<file path="config.mk">
export PLATFORM = sky130hd
export DESIGN_NAME = pft_table_ctrl
export DESIGN_NICKNAME = d
export VERILOG_FILES = /design/src/pft_pkg.sv /design/src/pft_hold_mem.sv /design/src/pft_table_ctrl.sv
export VERILOG_INCLUDE_DIRS = /design/src /design/src/src
export SDC_FILE = /design/constraint.sdc
export NUM_CORES = 1
export LEC_CHECK = 0
export BUFFER_PORTS_ARGS = -buffer_cell sky130_fd_sc_hd__buf_4
export CAP_MARGIN = 20
export CORE_ASPECT_RATIO = 0.5
export CORE_MARGIN = 2
export CORE_UTILIZATION = 55
export DETAILED_ROUTE_END_ITERATION = 10
export GPL_ROUTABILITY_DRIVEN = 0
export GPL_TIMING_DRIVEN = 0
export HOLD_SLACK_MARGIN = 0.1
export PLACE_DENSITY = 0.76
export SETUP_SLACK_MARGIN = 0.02
export SLEW_MARGIN = 25
export SYNTH_ARGS = -nofsm -noshare
export SYNTH_HDL_FRONTEND = slang
export SYNTH_HIERARCHICAL = 1
export SYNTH_SLANG_ARGS = --single-unit
</file>
<file path="constraint.sdc">
create_clock -name core_clk -period 3.6 [get_ports core_clk]
set_input_delay 0.18 -clock core_clk [delete_from_list [all_inputs] [get_ports core_clk]]
set_output_delay 0.18 -clock core_clk [all_outputs]
set_load 0.1 [all_outputs]
</file>
<file path="src/pft_defines.svh">
// Constants for the program flash table access control block
`ifndef PFT_DEFINES_SVH
`define PFT_DEFINES_SVH

// Register select codes on the special-function port
`define PFT_REG_CTRL 3'h0
`define PFT_REG_UNLOCK 3'h1
`define PFT_REG_LATCH 3'h2
`define PFT_REG_PTRL 3'h3
`define PFT_REG_PTRH 3'h4
`define PFT_REG_PTRU 3'h5

// Bit positions in memory_access_control
`define PFT_BIT_MSEL 7
`define PFT_BIT_CSEL 6
`define PFT_BIT_FREE 4
`define PFT_BIT_WERR 3
`define PFT_BIT_WEN 2
`define PFT_BIT_WR 1
`define PFT_BIT_RD 0

// Unlock keys
`define PFT_KEY_FIRST 8'h55
`define PFT_KEY_SECOND 8'hAA

// Widths and pointer layout
`define PFT_SFR_AW 3
`define PFT_PTR_W 22
`define PFT_PTR_TOP 21
`define PFT_PTR_UPPER_W 6
`define PFT_HOLD_DEPTH 8
`define PFT_HOLD_RESET 8'hFF
`define PFT_WRITE_MASK 22'h3FFFF8
`define PFT_ERASE_MASK 22'h3FFFC0
`define PFT_BYTE_ZERO 8'h00

// Programming time and clock period
`define PFT_PROG_TIME_NS 2000000
`define PFT_CLK_PERIOD_NS 25

`endif

</file>
<file path="src/pft_pkg.sv">
// Types shared by the program flash table access control block
`include "pft_defines.svh"
package pft_pkg;
  // Pointer behaviour of a table instruction
  typedef enum logic [1:0] {
    PFT_PTR_KEEP, PFT_PTR_POSTINC, PFT_PTR_POSTDEC, PFT_PTR_PREINC
  } pft_ptr_mode_e;
  // Memory a self-timed cycle acts on
  typedef enum logic [1:0] {PFT_TGT_EEPROM, PFT_TGT_FLASH, PFT_TGT_CONFIG} pft_target_e;
  // Unlock sequence tracker
  typedef enum logic [1:0] {PFT_UNL_IDLE, PFT_UNL_FIRST, PFT_UNL_OPEN} pft_unlock_e;
  // Self-timed cycle sequencer
  typedef enum logic {PFT_SEQ_IDLE, PFT_SEQ_BUSY} pft_seq_e;
  // Special-function register access from the core
  typedef struct packed {
    logic rd;
    logic wr;
    logic [`PFT_SFR_AW-1:0] addr;
    logic [7:0] wdata;
  } pft_sfr_req_s;
  // Command handed to the array for one self-timed cycle
  typedef struct packed {
    pft_target_e target;
    logic erase;
    logic [`PFT_PTR_W-1:0] blockAddr;
  } pft_prog_cmd_s;
endpackage

</file>
<file path="src/pft_hold_mem.sv">
// Holding registers that collect one program block before a timed write
`timescale 1ns/1ps
`include "pft_defines.svh"
module pft_hold_mem #(
  parameter int WIDTH = 8,
  parameter int DEPTH = `PFT_HOLD_DEPTH
) (
  input wire logic core_clk,
  input wire logic arst_n,
  input wire logic clearAll,
  input wire logic write_enable_bit,
  input wire logic [$clog2(DEPTH)-1:0] wrIdx,
  input wire logic [WIDTH-1:0] wrData,
  input wire logic [$clog2(DEPTH)-1:0] rdIdx,
  output logic [WIDTH-1:0] rdData
);
  // Storage, one word per entry
  logic [WIDTH-1:0] mem [DEPTH];

  // Each entry returns to the erased value; an erased byte leaves flash alone
  for (genvar i = 0; i < DEPTH; i++) begin : gEntry
    always_ff @(posedge core_clk or negedge arst_n) begin
      if (!arst_n) begin
        mem[i] <= WIDTH'(`PFT_HOLD_RESET);
      end else if (clearAll) begin
        mem[i] <= WIDTH'(`PFT_HOLD_RESET);
      end else if (write_enable_bit && (wrIdx == i)) begin
        mem[i] <= wrData;
      end
    end
  end

  // Registered read port
  always_ff @(posedge core_clk or negedge arst_n) begin
    if (!arst_n) begin
      rdData <= WIDTH'(`PFT_HOLD_RESET);
    end else begin
      rdData <= mem[rdIdx];
    end
  end
endmodule // pft_hold_mem

</file>
<file path="src/pft_table_ctrl.sv">
// Table pointer, byte latch and self-timed erase/write control
`timescale 1ns/1ps
`include "pft_defines.svh"
// Summary of operation
// - Unlock port stores nothing, reads zero
// - Memory select: set flash, clear EEPROM
// - Configuration select overrides memory select
// - Erase enable makes next flash write erase row
// - Write enable clear at reset, gates writes
// - Error flag set on start, cleared at end
// - Error flag survives reset or improper attempt
// - Write bit set-only, hardware clears at end
// - Completion sets interrupt flag, software clears
// - Read bit one cycle, blocked for flash/config
// - Error leaves both select bits untouched
// - Byte latch is an 8-bit register
// - Pointer is three bytes, 22 bits
// - Auto updates change only low 21 bits
// - Table read uses all 22 bits
// - Timed write uses bits 21 to 3
// - Erase uses bits 21 to 6
// - Table write fills one of eight holding registers
// - Keep, post-increment, post-decrement, pre-increment
// - 55h then AAh before the write bit
// - Holding registers reset to FFh
// - Core stalls until the timer ends
module pft_table_ctrl #(
  parameter int PROG_CYCLES = `PFT_PROG_TIME_NS / `PFT_CLK_PERIOD_NS,
  parameter int HOLD_DEPTH = `PFT_HOLD_DEPTH
) (
  input wire logic core_clk,
  input wire logic arst_n,
  input wire logic powerOnRst_n,
  input wire pft_pkg::pft_sfr_req_s sfrReq,
  output logic [7:0] sfrRdata,
  input wire logic tblReq,
  input wire logic tblWrite,
  input wire pft_pkg::pft_ptr_mode_e tblMode,
  output logic tblDone,
  output logic flashRdReq,
  output logic [`PFT_PTR_W-1:0] flashRdAddr,
  input wire logic [7:0] flashRdData,
  output logic progStart,
  output pft_pkg::pft_prog_cmd_s progCmd,
  input wire logic [$clog2(HOLD_DEPTH)-1:0] holdRdIdx,
  output logic [7:0] holdRdData,
  output logic eeRdStrobe,
  output logic cpuStall,
  input wire logic irqFlagClr,
  output logic nvWriteIrqFlag
);
  localparam int CNT_W = $clog2(PROG_CYCLES + 1);
  localparam int HIDX_W = $clog2(HOLD_DEPTH);

  // True when the core writes the given register this cycle
  function automatic logic sfrWrHit(input pft_pkg::pft_sfr_req_s r,
                                    input logic [`PFT_SFR_AW-1:0] idx);
    return r.wr && (r.addr == idx);
  endfunction

  // Steps the pointer by one; the top bit never moves
  function automatic logic [`PFT_PTR_W-1:0] ptrStep(input logic [`PFT_PTR_W-1:0] p,
                                                   input logic up);
    logic [`PFT_PTR_TOP-1:0] low;
    low = up ? p[`PFT_PTR_TOP-1:0] + 21'h1 : p[`PFT_PTR_TOP-1:0] - 21'h1;
    return {p[`PFT_PTR_TOP], low};
  endfunction

  // Control bits
  logic memSel; // Flash when set, EEPROM when clear
  logic cfgSel; // Configuration space when set
  logic eraseEn; // Next start erases a row
  logic writeErr; // Premature termination flag
  logic writeEn; // Permits self-timed cycles
  logic writeGo; // Self-timed cycle in flight
  // Table state
  logic [7:0] latchByte; // Byte moved by table operations
  logic [`PFT_PTR_W-1:0] table_pointer; // Three joined pointer bytes
  logic rdPending; // Table read awaiting array data
  // Sequencer
  pft_pkg::pft_unlock_e unlockState;
  pft_pkg::pft_seq_e seqState;
  logic [CNT_W-1:0] progCnt;
  logic seqDone; // Last cycle of the programming timer

  // Decoded requests
  logic ctrlWr;
  logic startReq; // Software tries to set the write bit
  logic startOk; // Attempt passes unlock and enable checks
  logic tblAccept;
  logic [`PFT_PTR_W-1:0] accessAddr;
  logic [`PFT_PTR_W-1:0] next_table_pointer;
  assign ctrlWr = sfrWrHit(sfrReq, `PFT_REG_CTRL);
  assign startReq = ctrlWr && sfrReq.wdata[`PFT_BIT_WR] && !writeGo;
  assign startOk = startReq && (unlockState == pft_pkg::PFT_UNL_OPEN)
                   && sfrReq.wdata[`PFT_BIT_WEN];
  assign seqDone = (seqState == pft_pkg::PFT_SEQ_BUSY)
                   && (progCnt == CNT_W'(PROG_CYCLES - 1));
  // Table instructions wait while the array is busy or a read is open
  assign tblAccept = tblReq && (seqState == pft_pkg::PFT_SEQ_IDLE) && !rdPending;
  // Address used by this access and pointer left behind it
  always_comb begin
    accessAddr = table_pointer;
    next_table_pointer = table_pointer;
    case (tblMode)
      pft_pkg::PFT_PTR_KEEP: next_table_pointer = table_pointer;
      pft_pkg::PFT_PTR_POSTINC: next_table_pointer = ptrStep(table_pointer, 1'b1);
      pft_pkg::PFT_PTR_POSTDEC: next_table_pointer = ptrStep(table_pointer, 1'b0);
      pft_pkg::PFT_PTR_PREINC: begin
        next_table_pointer = ptrStep(table_pointer, 1'b1);
        accessAddr = next_table_pointer;
      end
      default: next_table_pointer = table_pointer;
    endcase
  end
  // Unlock tracker: only two back-to-back key writes open the gate
  always_ff @(posedge core_clk or negedge arst_n) begin
    if (!arst_n) begin
      unlockState <= pft_pkg::PFT_UNL_IDLE;
    end else if (sfrReq.wr) begin
      if (sfrWrHit(sfrReq, `PFT_REG_UNLOCK) && sfrReq.wdata == `PFT_KEY_FIRST) begin
        unlockState <= pft_pkg::PFT_UNL_FIRST;
      end else if (sfrWrHit(sfrReq, `PFT_REG_UNLOCK) && sfrReq.wdata == `PFT_KEY_SECOND
                   && unlockState == pft_pkg::PFT_UNL_FIRST) begin
        unlockState <= pft_pkg::PFT_UNL_OPEN;
      end else begin
        // Any other write, the start itself included, closes the gate
        unlockState <= pft_pkg::PFT_UNL_IDLE;
      end
    end
  end
  // Select bits sit on power-on reset only so an error stays traceable
  always_ff @(posedge core_clk or negedge powerOnRst_n) begin
    if (!powerOnRst_n) begin
      memSel <= 1'b0;
      cfgSel <= 1'b0;
    end else if (ctrlWr) begin
      memSel <= sfrReq.wdata[`PFT_BIT_MSEL];
      cfgSel <= sfrReq.wdata[`PFT_BIT_CSEL];
    end
  end
  // Error flag: not touched by the ordinary reset, so an abort shows
  always_ff @(posedge core_clk or negedge powerOnRst_n) begin
    if (!powerOnRst_n) begin
      writeErr <= 1'b0;
    end else if (startReq) begin
      // Set on any start, legal or not; an illegal one never clears it
      writeErr <= 1'b1;
    end else if (seqDone) begin
      writeErr <= 1'b0;
    end else if (ctrlWr) begin
      writeErr <= sfrReq.wdata[`PFT_BIT_WERR];
    end
  end
  // Erase and write enables
  always_ff @(posedge core_clk or negedge arst_n) begin
    if (!arst_n) begin
      eraseEn <= 1'b0;
      writeEn <= 1'b0;
    end else if (ctrlWr) begin
      eraseEn <= sfrReq.wdata[`PFT_BIT_FREE];
      writeEn <= sfrReq.wdata[`PFT_BIT_WEN];
    end else if (seqDone && progCmd.erase) begin
      eraseEn <= 1'b0;
    end
  end
  // Write bit: software can only raise it, the timer drops it
  always_ff @(posedge core_clk or negedge arst_n) begin
    if (!arst_n) begin
      writeGo <= 1'b0;
    end else if (startOk) begin
      writeGo <= 1'b1;
    end else if (seqDone) begin
      writeGo <= 1'b0;
    end
  end
  // Read bit lasts one cycle; judged on the selects being written, so no data read on a flash move
  always_ff @(posedge core_clk or negedge arst_n) begin
    if (!arst_n) begin
      eeRdStrobe <= 1'b0;
    end else begin
      eeRdStrobe <= ctrlWr && sfrReq.wdata[`PFT_BIT_RD]
                    && !sfrReq.wdata[`PFT_BIT_MSEL] && !sfrReq.wdata[`PFT_BIT_CSEL];
    end
  end
  // Programming timer and stall
  always_ff @(posedge core_clk or negedge arst_n) begin
    if (!arst_n) begin
      seqState <= pft_pkg::PFT_SEQ_IDLE;
      progCnt <= '0;
      cpuStall <= 1'b0;
    end else begin
      case (seqState)
        pft_pkg::PFT_SEQ_IDLE: begin
          progCnt <= '0;
          if (startOk) begin
            seqState <= pft_pkg::PFT_SEQ_BUSY;
            cpuStall <= 1'b1;
          end
        end
        pft_pkg::PFT_SEQ_BUSY: begin
          progCnt <= progCnt + CNT_W'(1);
          if (seqDone) begin
            seqState <= pft_pkg::PFT_SEQ_IDLE;
            cpuStall <= 1'b0;
          end
        end
        default: seqState <= pft_pkg::PFT_SEQ_IDLE;
      endcase
    end
  end
  // Command to the array, captured at the start
  always_ff @(posedge core_clk or negedge arst_n) begin
    if (!arst_n) begin
      progStart <= 1'b0;
      progCmd <= '0;
    end else begin
      progStart <= startOk;
      if (startOk) begin
        if (cfgSel) begin
          progCmd.target <= pft_pkg::PFT_TGT_CONFIG;
        end else if (memSel) begin
          progCmd.target <= pft_pkg::PFT_TGT_FLASH;
        end else begin
          progCmd.target <= pft_pkg::PFT_TGT_EEPROM;
        end
        progCmd.erase <= sfrReq.wdata[`PFT_BIT_FREE] && !cfgSel && memSel;
        if (sfrReq.wdata[`PFT_BIT_FREE]) begin
          progCmd.blockAddr <= table_pointer & `PFT_ERASE_MASK;
        end else begin
          progCmd.blockAddr <= table_pointer & `PFT_WRITE_MASK;
        end
      end
    end
  end
  // Completion flag; a new completion beats a clear in the same cycle
  always_ff @(posedge core_clk or negedge arst_n) begin
    if (!arst_n) begin
      nvWriteIrqFlag <= 1'b0;
    end else if (seqDone) begin
      nvWriteIrqFlag <= 1'b1;
    end else if (irqFlagClr) begin
      nvWriteIrqFlag <= 1'b0;
    end
  end
  // Table pointer: byte writes from the core, steps from table accesses
  always_ff @(posedge core_clk or negedge arst_n) begin
    if (!arst_n) begin
      table_pointer <= '0;
    end else if (tblAccept) begin
      table_pointer <= next_table_pointer;
    end else begin
      if (sfrWrHit(sfrReq, `PFT_REG_PTRL)) begin
        table_pointer[7:0] <= sfrReq.wdata;
      end
      if (sfrWrHit(sfrReq, `PFT_REG_PTRH)) begin
        table_pointer[15:8] <= sfrReq.wdata;
      end
      if (sfrWrHit(sfrReq, `PFT_REG_PTRU)) begin
        table_pointer[21:16] <= sfrReq.wdata[`PFT_PTR_UPPER_W-1:0];
      end
    end
  end
  // Table read path: request out, data back next cycle
  always_ff @(posedge core_clk or negedge arst_n) begin
    if (!arst_n) begin
      flashRdReq <= 1'b0;
      flashRdAddr <= '0;
      rdPending <= 1'b0;
      tblDone <= 1'b0;
    end else begin
      flashRdReq <= tblAccept && !tblWrite;
      rdPending <= tblAccept && !tblWrite;
      if (tblAccept && !tblWrite) begin
        flashRdAddr <= accessAddr;
      end
      // Writes finish at once; reads when the array byte lands
      tblDone <= (tblAccept && tblWrite) || rdPending;
    end
  end
  // Byte latch
  always_ff @(posedge core_clk or negedge arst_n) begin
    if (!arst_n) begin
      latchByte <= '0;
    end else if (rdPending) begin
      latchByte <= flashRdData;
    end else if (sfrWrHit(sfrReq, `PFT_REG_LATCH)) begin
      latchByte <= sfrReq.wdata;
    end
  end
  // Holding registers, cleared after every completed cycle
  pft_hold_mem #(
    .WIDTH(8),
    .DEPTH(HOLD_DEPTH)
  ) uHold (
    .core_clk(core_clk),
    .arst_n(arst_n),
    .clearAll(seqDone),
    .write_enable_bit(tblAccept && tblWrite),
    .wrIdx(accessAddr[HIDX_W-1:0]),
    .wrData(latchByte),
    .rdIdx(holdRdIdx),
    .rdData(holdRdData)
  );
  // Register read-back, one cycle after the read strobe
  always_ff @(posedge core_clk or negedge arst_n) begin
    if (!arst_n) begin
      sfrRdata <= '0;
    end else if (sfrReq.rd) begin
      case (sfrReq.addr)
        `PFT_REG_CTRL: begin
          sfrRdata <= `PFT_BYTE_ZERO;
          sfrRdata[`PFT_BIT_MSEL] <= memSel;
          sfrRdata[`PFT_BIT_CSEL] <= cfgSel;
          sfrRdata[`PFT_BIT_FREE] <= eraseEn;
          sfrRdata[`PFT_BIT_WERR] <= writeErr;
          sfrRdata[`PFT_BIT_WEN] <= writeEn;
          sfrRdata[`PFT_BIT_WR] <= writeGo;
          sfrRdata[`PFT_BIT_RD] <= eeRdStrobe;
        end
        `PFT_REG_UNLOCK: sfrRdata <= `PFT_BYTE_ZERO;
        `PFT_REG_LATCH: sfrRdata <= latchByte;
        `PFT_REG_PTRL: sfrRdata <= table_pointer[7:0];
        `PFT_REG_PTRH: sfrRdata <= table_pointer[15:8];
        `PFT_REG_PTRU: sfrRdata <= {2'h0, table_pointer[21:16]};
        default: sfrRdata <= `PFT_BYTE_ZERO;
      endcase
    end
  end
endmodule // pft_table_ctrl

</file>
==> Yosys cells after proc, flatten, opt, wreduce, memory -nomap -nowiden <==
Cells that the tools add are included.
{ "word_totals": {"register_bits": 189, "output_inout_bits": 69, "wordCells": 177} }
{ "op_classes": {"add_sub_neg": 3, "n_lt_le_gt_ge": 1, "n_eq_ne": 25, "mux": 48, "bitwise": 2, "reduce_logical": 64} }
{ "ops": {"columns": ["cell", "count"], "rows": [
  ["8-bit 2-to-1 mux", 22],
  ["21-bit case mux with 2 select lines", 1],
  ["8-bit case mux with 5 select lines", 1],
  ["17-bit case mux with 2 select lines", 1],
  ["1-bit logical AND", 32],
  ["2-bit nonzero test", 15],
  ["8-bit binary-select mux with 3-bit select", 1],
  ["22-bit 2-to-1 mux", 1],
  ["21-bit by 1-bit adder with 21-bit output (second input constant)", 1],
  ["21-bit 2-to-1 mux", 1],
  ["21-bit by 1-bit subtractor with 21-bit output (second input constant)", 1],
  ["3-bit == test (second input constant)", 6],
  ["17-bit by 1-bit adder with 17-bit output (second input constant)", 1],
  ["17-bit == test (second input constant)", 1],
  ["1-bit 2-to-1 mux", 13],
  ["3-bit by 2-bit == test with 1-bit output (second input constant)", 4],
  ["6-bit 2-to-1 mux", 2],
  ["8-bit by 7-bit == test with 1-bit output (second input constant)", 1],
  ["8-bit == test (second input constant)", 1],
  ["2-bit inequality test (second input constant)", 4],
  ["2-bit AND reduction", 4],
  ["2-bit == test (second input constant)", 3],
  ["3-bit by 1-bit == test with 1-bit output (second input constant)", 2],
  ["1-bit logical NOT", 6],
  ["other kinds (13)", 18]
]} }

==> Logic depth before layout (Yosys ltp) <==
{ "logic_depth": {"depth_word": 8, "mapped_depth": 10} }

==> By module <==
Netlist, hierarchy kept.
{ "by_module_without_submodules": {"columns": ["module", "instances", "cells_per_inst", "area_each_um2"], "rows": [
  ["pft_table_ctrl", 1, 708, 6462.4],
  ["pft_hold_mem", 1, 268, 3666.0]
]} }

==> Least setup slack after synthesis <==
Ideal clock, no wire load.
{ "synth_path": {"path_kind": "register to register", "from": "register rdPending", "to": "register uHold/mem[24] (netlist name)", "t_arrival_ps": 2847, "t_required_ps": 3518, "path_slack_ps": 672, "path_stages_with_launch": 10, "n_path_buf": 4, "synth_period_minus_slack_ps": 2928, "path_cell_list": "dfrtp_1 buf_2 nor3b_2 clkbuf_1 and2_1 buf_2 nand2_1 or3_1 clkbuf_1 a211o_1"} }
{ "synth_via": {"elab_chain_cells": 5} }
{ "synth_rtl": {"columns": ["item", "line", "source"], "rows": [
  ["start: declaration", "pft_table_ctrl.sv:79", "logic rdPending;"],
  ["start signal: assignment", "pft_table_ctrl.sv:273", "rdPending <= tblAccept && !tblWrite;"],
  ["1-bit logical NOT", "pft_table_ctrl.sv:100", "assign tblAccept = tblReq && (seqState == pft_pkg::PFT_SEQ_IDLE) && !rdPending;"],
  ["1-bit logical AND", "pft_table_ctrl.sv:100", null],
  ["1-bit logical AND", "pft_table_ctrl.sv:299", ".write_enable_bit(tblAccept && tblWrite),"],
  ["1-bit logical AND", "pft_hold_mem.sv:27", "end else if (write_enable_bit && (wrIdx == i)) begin"],
  ["2-bit nonzero test (no line)", null, null],
  ["end signal: indexed assignment", "pft_hold_mem.sv:24", "mem[i] <= WIDTH'(`PFT_HOLD_RESET);"],
  ["end signal: indexed assignment", "pft_hold_mem.sv:26", "mem[i] <= WIDTH'(`PFT_HOLD_RESET);"],
  ["end signal: indexed assignment", "pft_hold_mem.sv:28", "mem[i] <= wrData;"],
  ["end: declaration", "pft_hold_mem.sv:18", "logic [WIDTH-1:0] mem [DEPTH];"]
]} }
Every way passes these cells.
A chain may end at the register's enable or synchronous reset.

==> Worst setup path in the final report <==
{ "layout_path": {"from": "register rdPending", "to": "register uHold/mem[62] (netlist name)"} }
Same word-level chain as after synthesis.

==> summary.txt <==
Route
  – Via/cell ratio: 6.36
  – DR iter-0 viols: 1088
  – Initial DRT Pass Iterations: 6
  – Drt drc: 0
  – Overall routed net length: 29.5 mm
  – ANT nets after route: 0
  – Via count: 8660
  – Drt wl/cell: 21.6 um

Floorplanning
  – Die ar.: 19600 um^2
  – Rows: 35
  – Core area: 18200 um^2
  – Initial Util: 55.6%
  – I/O pin total: 101
  – Die height: 100 um
  – Horiz. Die Dim: 196 um

Clock network
  – CTS H-tree lvls: 4
  – Clock Latency Late Sink: 440 ps
  – TritonCTS Sinks: 186
  – Post-CTS setup buffers: 0
  – CTS Hold Buffers Added: 19
  – Max Root-Sink Buffers: 2
  – Root buf cell: clkbuf_16
  – PostCTS Resize Cnt: 0
  – CTS tree: yes
  – Num CTS Buffers: 17
  – Clk slew on worst S/H paths: 80 ps

Timing
  – Worst rel slew slack: 46.6%
  – Tmin final: 3410 ps
  – Tcrit/Tclk final: 94.7%
  – Hold Slack: 118 ps
  – Setup TNS: 0 ps
  – Clk_skew: 12.8 ps
  – Slew Viols, Final: 0
  – Final setup vio count: 0
  – Unrepaired setup endpoints after global routing: false
  – Final Hold Vio Count: 0
  – Fmax: 0.293 GHz
  – Least-Margin Pin Slew: 798 ps

Global routing
  – Initial antenna violation count: 0
  – Total Routing Usage GR: 30.7%
  – Largest net degree at the start of global routing: 79
  – First-pass GRT wire length: 46.3 mm
  – Vias in the first global route: 8351
  – Total congestion overflow: 0

Logic synthesis
  – Synth warnings: 6
  – Post-synthesis register bit count: 186
  – Synth cell types: 82
  – Post-synth top area share: 28.2%
  – Synth area leaders: dfrtp_1, dfstp_2, a211o_1, mux4_1, and2_1
  – Primary FF master, synth: dfrtp_1
  – Async S/R FF share, synth: 100%
  – Cells after Synth: 976
  – Avg Cell Area, Syn: 10.4 um^2
  – Sequential cell area fraction in the yosys report: 46.8%
  – Synthesized area: 10100 um^2
  – EDFF count, synth: 0
  – Synth area leader: dfrtp_1

Layout
  – Commonest cells after routing, fill and taps aside: dfrtp_1, buf_4, dfstp_2
  – ANT cells: 0
  – Util after Layout: 65.6%
  – Fin nets: 1143
  – Fill cells: 1410
  – Non-Filler Instances: 1361
  – Commonest non-fill, non-tap cell in the layout: dfrtp_1
  – Area grow syn2layout: 17.9%
  – Share of post-route cells with drive strength above 1: 24.6%

Placement
  – Buffers on Ports: 90
  – Detailed placement HPWL: 20.1 mm
  – Placed cells: 1310

Critical path
  – Worst-case reg-to-reg path depth: 9
  – CP max FO: 10
  – CP endpoint kind: flip-flop
  – Crit start category: flip-flop
  – Worst setup startpoint: rdPending
  – Worst Setup EP: uHold/mem[62]
  – Capturing point of the worst reg2reg path: uHold/mem[62]
  – R2R Setup Slk: 190 ps
  – Origin of the critical flop-to-flop path: rdPending
  – Worst Path Required: 3970 ps
  – Worst endpoint data arrival time: 3780 ps
  – Critical path class: flip-flop to flip-flop

Power and ir drop
  – Sequential Power Share: 39.0%
  – Net Sw Power: 0.00327 W
  – P_leak: 5.51 nW
  – Final Power: 0.00812 W
  – P_int: 0.00485 W
  – Switching part of the total: 40.2%
  – Clock share of power: 22.9%
  – Peak VDD IR: 0.000527 V
  – Logic gate share of total power: 38.1%
  – P per Cell Area: 680 nW/um^2

Hold path
  – Worst min-delay path startpoint: sfrReq[1]
  – Worst Hold Class: input pin to flip-flop
  – Hold depth: 3

Outcome
  – Outcome: finished clean

Job
  – Max cap viols: 0
synthesized netlist by cell type (29+ instances only):
cell type,count
a211o_1,65
dfrtp_1,114
nand3_1,44
mux2_2,29
and2_1,62
dfstp_2,72
nand2_1,69
nor2b_1,33
a21oi_1,41
clkbuf_1,51
nor2_1,56
o21ai_0,37
power by group through the flow:
stage	combinational (W)	clock, W	sequential (W)
6_report	0.00309	0.00186	0.00317
5_1_grt	0.00325	0.00196	0.00322
4_1_cts	0.00306	0.00188	0.00316
3_5_place_dp	0.00301	0	0.00318
3_3_place_gp	0.00295	0	0.00315
2_1_floorplan	0.00139	0	0.00403
final cells by class:
type	count	area (um^2)	share of cell area [%]
plain buffers	89	430	3.60
clock buffers	17	425	3.56
clock inverters	15	155	1.30
inverters	21	78.8	0.660
multi-input cells	682	4880	40.9
flip-flops and latches	186	4740	39.7
well taps	240	300	2.51
repair buffers	111	928	7.77
worst min-delay path by stage:
stage	endpoint
global placement	writeErr
CTS	latchByte[1]
detailed placement	cfgSel
finish	latchByte[1]
global route	sfrRdata[5]
floorplan	cfgSel
flip-flops by register name, indices dropped and copies added (netlist names), 2 cells and up:
signal         count
progCnt           17
uHold/rdData       8
uHold/mem         64
latchByte          8
unlockState        2
table_pointer     22
flashRdAddr       22
sfrRdata           8
progCmd           22
cells by family after synthesis:
kind of cell               after synthesis  share of synthesized area [%]
and+or+nand+nor                        368                           20.7
AOI/OAI and AO/OA                      202                           14.0
adders and majority gates                3                          0.371
other                                    1                         0.0370
xor gates and xnor gates                38                           3.29
DFF                                    186                           46.8
muxes                                   68                           9.75
buffers and inverters                  110                           5.03
critical path, stage by stage (launching register included):
cell and delay (ps):
dfrtp_1 380, buf_2 200, nor3b_2 670, clkbuf_1 530
and2_1 230, buf_2 200, nor4b_4 490, buf_4 290
nor2b_1 70, a211o_1 270
metrics by stage:
stage / setup WS, ps / cell area (um^2)
after floorplan: 672 / 10100
after global placement: 389 / 11100
after detailed placement: 348 / 11200
after CTS: 290 / 11900
after global routing: 70.5 / 11900
final: 189 / 11900
per-layer routing:
metal / vias up / share of wire (%) / global-route usage (%) / wire, um
li1: 3787 / - / - / -
met1: 4210 / 41 / 41.6 / 12100
met2: 553 / 46 / 49.3 / 13500
met3: 110 / 9.8 / 7.69 / 2890
met4: 0 / 3.3 / 9.91 / 970
met5: - / 0 / 0 / 0
No activity file was read; power rests on OpenSTA's default activity.
